`src/rtl/cgr_consts.svh`:
```
// register offsets, field positions, reset values and bus constants for the clock generator control bank
// Behaviour
// - spread_amp_ctrl bits 7:6 are read-only and return the latched spread strap as 00 low, 01 mid, 11 high.
// - spread_amp_ctrl bit 5 is a read/write override enable, reset 0, that hands spread choice to bits 4:3.
// - spread_amp_ctrl bits 4:3 reset to 00 and code 00 off, 01 -0.25%, 10 reserved, 11 -0.5% down-spread.
// - the software spread field has no effect on the spread output unless the override enable is one.
// - spread_amp_ctrl bits 1:0 are a read/write amplitude select, reset 10, codes 0.55V, 0.65V, 0.7V, 0.8V.
// - diff_edge_rate bit n picks slow (0) or fast (1) edges for differential output n, all resetting to 1.
// - ref_out_ctrl bits 7:6 are a read/write reference edge rate, reset 01, from slowest 00 to faster 11.
// - ref_out_ctrl bit 5, reset 0, keeps the reference output running in power down when set.
// - ref_out_ctrl bit 4, reset 1, enables the reference output and forces it low when clear.
// - rev_maker_id is read-only with revision code in bits 7:4 and maker code in bits 3:0.
// - part_type_id is read-only with family type in bits 7:6 and part code in bits 5:0.
// - readback_len bits 4:0 are a read/write block read count, reset 8, with bits 7:5 reading zero.
// - a block read after index write and repeated start returns the byte count first, then register bytes.
`ifndef CGR_CONSTS_SVH
`define CGR_CONSTS_SVH

`define CGR_OFF_SPREAD      8'h01
`define CGR_OFF_EDGE        8'h02
`define CGR_OFF_REF         8'h03
`define CGR_OFF_RSVD        8'h04
`define CGR_OFF_REV         8'h05
`define CGR_OFF_TYPE        8'h06
`define CGR_OFF_LEN         8'h07

`define CGR_SPR_OVR_BIT     5
`define CGR_SPR_SW_HI       4
`define CGR_SPR_SW_LO       3
`define CGR_SPR_RSVD_BIT    2
`define CGR_REF_WOL_BIT     5
`define CGR_REF_OE_BIT      4

`define CGR_RST_SW_SPREAD   2'h0
`define CGR_RST_AMP         2'h2
`define CGR_RST_EDGE        8'hFF
`define CGR_RST_REF_EDGE    2'h1
`define CGR_RST_WOL         1'h0
`define CGR_RST_REF_OE      1'h1
`define CGR_RST_LEN         5'h08
`define CGR_SPR_RSVD_VAL    1'h1
`define CGR_REF_RSVD_VAL    4'hF
`define CGR_STRAP_LOW       2'h0

`define CGR_ADDR_STRAP0     7'h68
`define CGR_ADDR_STRAP1     7'h6A
`define CGR_ACK_BIT         4'h8

`endif

```
`src/rtl/cgr_pkg.sv`:
```
// types shared by the clock generator control bank
package cgr_pkg;
   typedef logic [7:0] cgr_byte_t;
   typedef enum logic [2:0] {
      CGR_IDLE,
      CGR_ADDR,
      CGR_INDEX,
      CGR_COUNT,
      CGR_WDATA,
      CGR_RDATA,
      CGR_IGNORE
   } cgr_state_e;
endpackage : cgr_pkg

```
`src/rtl/cgr_ctrl_regs.sv`:
```
// clock generator control register bank reached over the serial management bus
`timescale 1ns/100ps
`include "cgr_consts.svh"
module cgr_ctrl_regs #(
   parameter logic [3:0] SILICON_REV = 4'h3,  // arbitrary value
   parameter logic [3:0] MAKER_CODE  = 4'hA,  // arbitrary value
   parameter logic [1:0] PART_TYPE   = 2'h2,  // arbitrary value
   parameter logic [5:0] PART_CODE   = 6'h15  // arbitrary value
) (
   input  wire logic       ref_clk,
   input  wire logic       rst_b,
   input  wire logic       scl_in,
   input  wire logic       sda_in,
   output logic            sda_out,
   output logic            sda_oe,
   input  wire logic       bus_addr_strap,
   input  wire logic [1:0] spread_strap_level,
   output logic [1:0]      spread_mode,
   output logic [1:0]      amp_sel,
   output logic [7:0]      diff_out_edge_sel,
   output logic [1:0]      ref_edge_sel,
   output logic            ref_wol_en,
   output logic            ref_out_en
);
   cgr_pkg::cgr_state_e state_reg;
   cgr_pkg::cgr_byte_t  index_reg;
   cgr_pkg::cgr_byte_t  wcount_reg;
   cgr_pkg::cgr_byte_t  tx_byte_reg;
   cgr_pkg::cgr_byte_t  rx_byte;
   logic                ack_reg;
   logic                tx_mode_reg;
   logic                strap_done_reg;
   logic [1:0]          spread_strap_readback;
   logic                addr_sel_reg;
   logic                spread_sw_override_en;
   logic [1:0]          spread_sw_sel;
   logic [1:0]          amp_reg;
   logic [7:0]          edge_reg;
   logic [1:0]          ref_edge_reg;
   logic                wol_reg;
   logic                ref_oe_reg;
   logic [4:0]          readback_len_bit;
   logic                start_p;
   logic                stop_p;
   logic                byte_done_p;
   logic                host_ack_p;
   logic                host_nack_p;
   logic                slot_end_p;

   // register read image, reserved bits at their defaults
   function automatic cgr_pkg::cgr_byte_t read_byte(input cgr_pkg::cgr_byte_t idx);
      cgr_pkg::cgr_byte_t v;
      case (idx)
         `CGR_OFF_SPREAD: v = {spread_strap_readback, spread_sw_override_en, spread_sw_sel,
                               `CGR_SPR_RSVD_VAL, amp_reg};
         `CGR_OFF_EDGE:   v = edge_reg;
         `CGR_OFF_REF:    v = {ref_edge_reg, wol_reg, ref_oe_reg, `CGR_REF_RSVD_VAL};
         `CGR_OFF_REV:    v = {SILICON_REV, MAKER_CODE};
         `CGR_OFF_TYPE:   v = {PART_TYPE, PART_CODE};
         `CGR_OFF_LEN:    v = {3'h0, readback_len_bit};
         default:         v = 8'h00;
      endcase
      return v;
   endfunction : read_byte

   cgr_smb_bit u_bit (
      .ref_clk     (ref_clk),
      .rst_b       (rst_b),
      .scl_in      (scl_in),
      .sda_in      (sda_in),
      .sda_out     (sda_out),
      .sda_oe      (sda_oe),
      .ack_drive   (ack_reg),
      .tx_mode     (tx_mode_reg),
      .tx_byte     (tx_byte_reg),
      .start_p     (start_p),
      .stop_p      (stop_p),
      .byte_done_p (byte_done_p),
      .host_ack_p  (host_ack_p),
      .host_nack_p (host_nack_p),
      .slot_end_p  (slot_end_p),
      .rx_byte     (rx_byte)
   );

   // address decode and write steering
   wire [6:0] my_addr   = addr_sel_reg ? `CGR_ADDR_STRAP1 : `CGR_ADDR_STRAP0;
   wire       addr_hit  = (rx_byte[7:1] == my_addr);
   wire       wr_strobe = byte_done_p & (state_reg == cgr_pkg::CGR_WDATA) & (wcount_reg != 8'h00);
   wire       wr_spread = wr_strobe & (index_reg == `CGR_OFF_SPREAD);
   wire       wr_edge   = wr_strobe & (index_reg == `CGR_OFF_EDGE);
   wire       wr_ref    = wr_strobe & (index_reg == `CGR_OFF_REF);
   wire       wr_len    = wr_strobe & (index_reg == `CGR_OFF_LEN);

   // strap capture once after reset release
   always_ff @(posedge ref_clk or negedge rst_b)
   begin
      if (!rst_b)
      begin
         strap_done_reg        <= 1'b0;
         spread_strap_readback <= `CGR_STRAP_LOW;
         addr_sel_reg          <= 1'b0;
      end
      else if (!strap_done_reg)
      begin
         strap_done_reg        <= 1'b1;
         spread_strap_readback <= spread_strap_level;
         addr_sel_reg          <= bus_addr_strap;
      end
   end

   // writable fields, other bits and bytes ignored
   always_ff @(posedge ref_clk or negedge rst_b)
   begin
      if (!rst_b)
      begin
         spread_sw_override_en <= 1'b0;
         spread_sw_sel         <= `CGR_RST_SW_SPREAD;
         amp_reg               <= `CGR_RST_AMP;
         edge_reg              <= `CGR_RST_EDGE;
         ref_edge_reg          <= `CGR_RST_REF_EDGE;
         wol_reg               <= `CGR_RST_WOL;
         ref_oe_reg            <= `CGR_RST_REF_OE;
         readback_len_bit      <= `CGR_RST_LEN;
      end
      else
      begin
         if (wr_spread)
         begin
            spread_sw_override_en <= rx_byte[`CGR_SPR_OVR_BIT];
            spread_sw_sel         <= rx_byte[`CGR_SPR_SW_HI:`CGR_SPR_SW_LO];
            amp_reg               <= rx_byte[1:0];
         end
         if (wr_edge)
            edge_reg <= rx_byte;
         if (wr_ref)
         begin
            ref_edge_reg <= rx_byte[7:6];
            wol_reg      <= rx_byte[`CGR_REF_WOL_BIT];
            ref_oe_reg   <= rx_byte[`CGR_REF_OE_BIT];
         end
         if (wr_len)
            readback_len_bit <= rx_byte[4:0];
      end
   end

   // transaction sequencing
   always_ff @(posedge ref_clk or negedge rst_b)
   begin
      if (!rst_b)
      begin
         state_reg   <= cgr_pkg::CGR_IDLE;
         index_reg   <= 8'h00;
         wcount_reg  <= 8'h00;
         tx_byte_reg <= 8'hFF;
         ack_reg     <= 1'b0;
         tx_mode_reg <= 1'b0;
      end
      else if (start_p)
      begin
         state_reg   <= cgr_pkg::CGR_ADDR;   // also a repeated start
         ack_reg     <= 1'b0;
         tx_mode_reg <= 1'b0;
      end
      else if (stop_p)
      begin
         state_reg   <= cgr_pkg::CGR_IDLE;
         ack_reg     <= 1'b0;
         tx_mode_reg <= 1'b0;
      end
      else if (byte_done_p)
      begin
         case (state_reg)
            cgr_pkg::CGR_ADDR:
            begin
               ack_reg <= addr_hit;
               if (!addr_hit)
                  state_reg <= cgr_pkg::CGR_IGNORE;
               else if (rx_byte[0])
               begin
                  state_reg   <= cgr_pkg::CGR_RDATA;
                  tx_byte_reg <= {3'h0, readback_len_bit};
               end
               else
                  state_reg <= cgr_pkg::CGR_INDEX;
            end
            cgr_pkg::CGR_INDEX:
            begin
               ack_reg   <= 1'b1;
               index_reg <= rx_byte;
               state_reg <= cgr_pkg::CGR_COUNT;
            end
            cgr_pkg::CGR_COUNT:
            begin
               ack_reg    <= 1'b1;
               wcount_reg <= rx_byte;
               state_reg  <= cgr_pkg::CGR_WDATA;
            end
            cgr_pkg::CGR_WDATA:
            begin
               ack_reg <= 1'b1;
               if (wcount_reg != 8'h00)
               begin
                  wcount_reg <= wcount_reg - 8'h01;
                  index_reg  <= index_reg + 8'h01;
               end
            end
            default:
               ack_reg <= 1'b0;
         endcase
      end
      else if (slot_end_p)
      begin
         ack_reg     <= 1'b0;
         tx_mode_reg <= (state_reg == cgr_pkg::CGR_RDATA);
      end
      else if (host_ack_p)
      begin
         tx_byte_reg <= read_byte(index_reg);
         index_reg   <= index_reg + 8'h01;
      end
      else if (host_nack_p)
      begin
         state_reg   <= cgr_pkg::CGR_IGNORE;
         tx_byte_reg <= 8'hFF;
      end
   end

   // control outputs toward the analog side
   always_ff @(posedge ref_clk or negedge rst_b)
   begin
      if (!rst_b)
      begin
         spread_mode       <= `CGR_STRAP_LOW;
         amp_sel           <= `CGR_RST_AMP;
         diff_out_edge_sel <= `CGR_RST_EDGE;
         ref_edge_sel      <= `CGR_RST_REF_EDGE;
         ref_wol_en        <= `CGR_RST_WOL;
         ref_out_en        <= `CGR_RST_REF_OE;
      end
      else
      begin
         spread_mode       <= spread_sw_override_en ? spread_sw_sel : spread_strap_readback;
         amp_sel           <= amp_reg;
         diff_out_edge_sel <= edge_reg;
         ref_edge_sel      <= ref_edge_reg;
         ref_wol_en        <= wol_reg;
         ref_out_en        <= ref_oe_reg;
      end
   end
endmodule : cgr_ctrl_regs

```
`src/rtl/cgr_smb_bit.sv`:
```
// serial bus bit engine: start/stop detect, byte shifting, acknowledge slot handling
`timescale 1ns/100ps
`include "cgr_consts.svh"
module cgr_smb_bit (
   input  wire logic             ref_clk,
   input  wire logic             rst_b,
   input  wire logic             scl_in,
   input  wire logic             sda_in,
   output logic                  sda_out,
   output logic                  sda_oe,
   input  wire logic             ack_drive,
   input  wire logic             tx_mode,
   input  wire cgr_pkg::cgr_byte_t tx_byte,
   output logic                  start_p,
   output logic                  stop_p,
   output logic                  byte_done_p,
   output logic                  host_ack_p,
   output logic                  host_nack_p,
   output logic                  slot_end_p,
   output cgr_pkg::cgr_byte_t    rx_byte
);
   logic       scl_q_reg;
   logic       sda_q_reg;
   logic       skip_reg;
   logic [3:0] cnt_reg;
   logic [7:0] rx_sh_reg;
   logic [7:0] tx_sh_reg;

   // line events seen against the previous sample
   wire scl_rise = scl_in & ~scl_q_reg;
   wire scl_fall = ~scl_in & scl_q_reg;
   wire is_ack   = (cnt_reg == `CGR_ACK_BIT);
   wire bit_fall = scl_fall & ~skip_reg;

   assign start_p     = scl_in & scl_q_reg & sda_q_reg & ~sda_in;
   assign stop_p      = scl_in & scl_q_reg & ~sda_q_reg & sda_in;
   assign byte_done_p = bit_fall & (cnt_reg == 4'h7);
   assign slot_end_p  = bit_fall & is_ack;
   assign host_ack_p  = scl_rise & is_ack & tx_mode & ~sda_in;
   assign host_nack_p = scl_rise & is_ack & tx_mode & sda_in;
   assign rx_byte     = rx_sh_reg;

   // open-drain drive: only ever pulls low
   assign sda_out = 1'b0;
   assign sda_oe  = is_ack ? ack_drive : (tx_mode & ~tx_sh_reg[7]);

   // line sample history
   always_ff @(posedge ref_clk or negedge rst_b)
   begin
      if (!rst_b)
      begin
         scl_q_reg <= 1'b1;
         sda_q_reg <= 1'b1;
      end
      else
      begin
         scl_q_reg <= scl_in;
         sda_q_reg <= sda_in;
      end
   end

   // bit counter and shifters
   always_ff @(posedge ref_clk or negedge rst_b)
   begin
      if (!rst_b)
      begin
         skip_reg  <= 1'b1;
         cnt_reg   <= 4'h0;
         rx_sh_reg <= 8'h00;
         tx_sh_reg <= 8'hFF;
      end
      else if (start_p || stop_p)
      begin
         skip_reg  <= 1'b1;        // first fall after start opens bit 0
         cnt_reg   <= 4'h0;
         tx_sh_reg <= 8'hFF;
      end
      else
      begin
         if (scl_rise && !is_ack)
            rx_sh_reg <= {rx_sh_reg[6:0], sda_in};
         if (scl_fall && skip_reg)
            skip_reg <= 1'b0;
         else if (bit_fall && is_ack)
         begin
            cnt_reg   <= 4'h0;
            tx_sh_reg <= tx_byte;  // next outgoing byte
         end
         else if (bit_fall)
         begin
            cnt_reg   <= cnt_reg + 4'h1;
            tx_sh_reg <= {tx_sh_reg[6:0], 1'b1};
         end
      end
   end
endmodule : cgr_smb_bit

```
`config.mk`:
```
export PLATFORM = sky130hd
export DESIGN_NAME = cgr_ctrl_regs
export DESIGN_NICKNAME = d
export VERILOG_FILES = /design/src/rtl/cgr_pkg.sv /design/src/rtl/cgr_ctrl_regs.sv /design/src/rtl/cgr_smb_bit.sv
export VERILOG_INCLUDE_DIRS = /design/src /design/src/rtl
export SDC_FILE = /design/constraint.sdc
export NUM_CORES = 1
export LEC_CHECK = 0
export ABC_CLOCK_PERIOD_IN_PS = 3100
export BUFFER_PORTS_ARGS = -buffer_cell sky130_fd_sc_hd__buf_2
export CAP_MARGIN = 20
export CORE_ASPECT_RATIO = 1.1
export CORE_MARGIN = 2
export CORE_UTILIZATION = 43
export CTS_CLUSTER_SIZE = 16
export DETAILED_ROUTE_END_ITERATION = 6
export RECOVER_POWER = 100
export SETUP_SLACK_MARGIN = 0.1
export SLEW_MARGIN = 20
export SYNTH_ARGS = -nofsm -noshare
export SYNTH_HDL_FRONTEND = slang
export SYNTH_SLANG_ARGS = --single-unit
```
`constraint.sdc`:
```
create_clock -name ref_clk -period 3.1 [get_ports ref_clk]
set_clock_uncertainty 0.1 [all_clocks]
set_input_delay 0.465 -clock ref_clk [delete_from_list [all_inputs] [get_ports ref_clk]]
set_output_delay 0.465 -clock ref_clk [all_outputs]
set_load 0.005 [all_outputs]
```
==> results_dict.tcl <==
set metrics [dict create \
    critPathMaxStageDelay_ns 0.68 \
    fin_nets 465 \
    rr_worst_depth 5 \
    cp-startpoint "u_bit.cnt_reg[0]" \
    avgSynthCellArea_um2 10.6 \
    grt.overflow.total 0 \
    avgRoutedWirePerCell_um 17.4 \
    wl_um 10400 \
    grt_pass1_wl_um 17300 \
    grt_pass1_vias 3246 \
    synth_area_leaders "dfrtp_1 (28%), dfstp_2 (24%), mux2_1 (4.4%)" \
    yosysSeqAreaShare_pct 52.0 \
    max_cap_viol_count 1 \
    synth_cell_types 62 \
    die_width_um 103 \
    ant_nets 0 \
    hpwl_um 7180 \
    finalWorstSetupSlack_ns 0.414 \
    mappedNetlistArea_um2 4620 \
    powerDensity_nw_per_um2 541 \
    clk_pin_slew_ns 0.07 \
    p_leak_uw 0.00232 \
    combPwrFrac_pct 7.6 \
    cp_top_family "simple AND/OR/NAND/NOR gates" \
    pre_cts_ws_ns 0.459 \
    ys_ff_latch 94 \
    reg2reg_slack_ns 0.41 \
    arrival_ns 2.85 \
    hold_path_class "primary input to register" \
    final_cell_area_um2 5140 \
    grt_usage_pct 19.0 \
    synthFlopType "dfrtp_1" \
    area_growth_pct 11.2 \
    final.period_utilization_pct 86.7 \
    finalCriticalPeriod_ns 2.69 \
    rows 39 \
    clkPwrFrac_pct 40.0 \
    fillerInstances 973 \
    boundaryPins 25 \
    syn_inst 436 \
    critPathMaxFanout 12 \
    cts_resized 0 \
    gp_congestion 0.852 \
    design.core.area_um2 10400 \
    drive_gt1_share_pct 19.7 \
    status "finished with violations" \
    yosysTopAreaCell "dfrtp_1" \
    die_area_um2 11600 \
    synth.most_common_cell "dfrtp_1" \
    regArea_um2 2400 \
    drv_slew 43 \
    tightest_slew_ns 2.24 \
    hold_viol 0 \
    yosys_warnings 0 \
    max_freq_mhz 372 \
    r2r-start "u_bit.cnt_reg[0]" \
    start_util_pct 44.2 \
    final_util_pct 49.2 \
    root_buffer "clkbuf_16" \
    routed_via_density 5.62 \
    placed_area_um2 4870 \
    synth_nets 450 \
    synth_top_area_share_pct 28.2 \
    fp.dieH_um 113 \
    path_cells "ha_1 -> nand4bb_1 -> or2_0 -> o41ai_4 -> mux2_2" \
    rr_endpoint "tx_byte_reg[3]" \
    internal_power_uw 2030 \
    rsz0062_at_grt "false" \
    cp_num_buf_inv 0 \
    violations "capacitance limit, slew limit" \
    crit_path_end_kind "register" \
    drtIter0Drc 201 \
    finalPower_uw 2780 \
    drtPass1Iterations 4 \
    worstSetupPathType "register to register" \
    critPathRequiredTime_ns 3.27 \
    seqPwrFrac_pct 52.3 \
    multi_input_area_um2 2010 \
    grt_max_degree 53 \
    clockBufferDepth 2 \
    htreeDepth 3 \
    ys_async_sr_fraction_pct 100 \
    finalSetupViolations 0 \
    p_switching_uw 744 \
    start_kind "register" \
    cts_tree "done" \
    synthTopCellsByCount "dfrtp_1 (52), nand2_1 (44), dfstp_2 (42), a21oi_1 (25), o21ai_0 (24)" \
    synth_edf_count 0 \
    drc 0 \
    vias 3368 \
    critical_path.slowest_cell "o41ai_4" \
    max_slew_margin_pct -49.6 \
    final.setup.tns_ns 0 \
    p_sw_share_pct 26.8 \
    antenna_found_initial 0 \
    antenna_cells 0 \
    ir_worst_vdd_mv 0.236 \
    insertion_delay_ns 0.34 \
    clkSinkCount 94 \
    post_cts_buffers 0 \
    portBuffers 23 \
    crit_cells 5 \
    holdBufCountCts 0 \
    cp-endpoint "tx_byte_reg[3]" \
    numCtsBuffers 9 \
]
==> metal layers <==
metal,up-vias,GRT usage (%),wire (um)
li1,1612,-,-
met1,1678,27.2,5040
met2,61,29.0,4870
met3,17,3.09,300
met4,0,7.63,184
met5,-,0,0
==> metrics by stage <==
stage	cells	hold WS, ns
after global routing	599	0.205
after global placement	583	0.267
after floorplan	436	0.0694
final	599	0.204
after CTS	599	0.0227
after detailed placement	583	0.266
==> worst min-delay path by stage <==
stage,startpoint,end,cells past startpoint
floorplan,rst_b,ack_reg,0
global placement,edge_reg[1],diff_out_edge_sel[1],0
detailed placement,edge_reg[7],diff_out_edge_sel[7],0
CTS,rst_b,amp_sel[0],1
global route,scl_in,u_bit.scl_q_reg,1
finish,scl_in,u_bit.scl_q_reg,1
==> layout make-up <==
type / instances / share of cell area [%]
tap: 143 / 3.48
clock buffer: 10 / 4.46
sequential: 94 / 46.8
clock inverter: 6 / 1.36
timing repair buffer: 32 / 3.56
inverter: 16 / 1.17
multi-input combinational: 298 / 39.2
==> cells by family after synthesis <==
logic type                 count (synthesis)  synth area share [%]
other                                      2                 0.163
muxes                                     41                  10.4
xor gates and xnor gates                   2                 0.379
and+or+nand+nor                          132                  14.5
adders and majority gates                  7                  1.90
AOI/OAI and AO/OA                        114                  16.4
DFF                                       94                  52.0
buffers and inverters                     44                  4.20
==> cells in the final DEF, fill, tap and decap left out, types with 3 or more instances in the layout <==
master	instances
nor2_1	20
nor2b_1	3
a31oi_1	11
a21oi_1	25
nand3b_1	3
buf_2	16
dfstp_2	31
buf_4	7
a2bb2oi_1	3
nor4_1	5
a211oi_1	3
o2bb2ai_1	3
a22oi_1	6
nand3_1	10
clkbuf_16	9
dfstp_1	11
o21ai_1	5
nor3_1	14
nand4_1	4
nand2b_1	4
or3_1	3
a21o_1	3
o31ai_1	3
ha_1	7
o22a_1	5
dfrtp_1	52
and3_1	9
mux2_1	23
o22ai_1	4
o21ai_0	24
mux2_2	16
nand2_1	44
inv_1	16
clkbuf_1	9
==> power by group through the flow <==
stage	registers, uW	clock network (uW)	logic, uW
after floorplan	1400	0	167
after global placement	1470	0	209
after detailed placement	1480	0	216
after CTS	1450	1140	217
after global routing	1460	1200	238
final	1450	1110	212
Note: power is estimated with default switching activity, not from simulation.
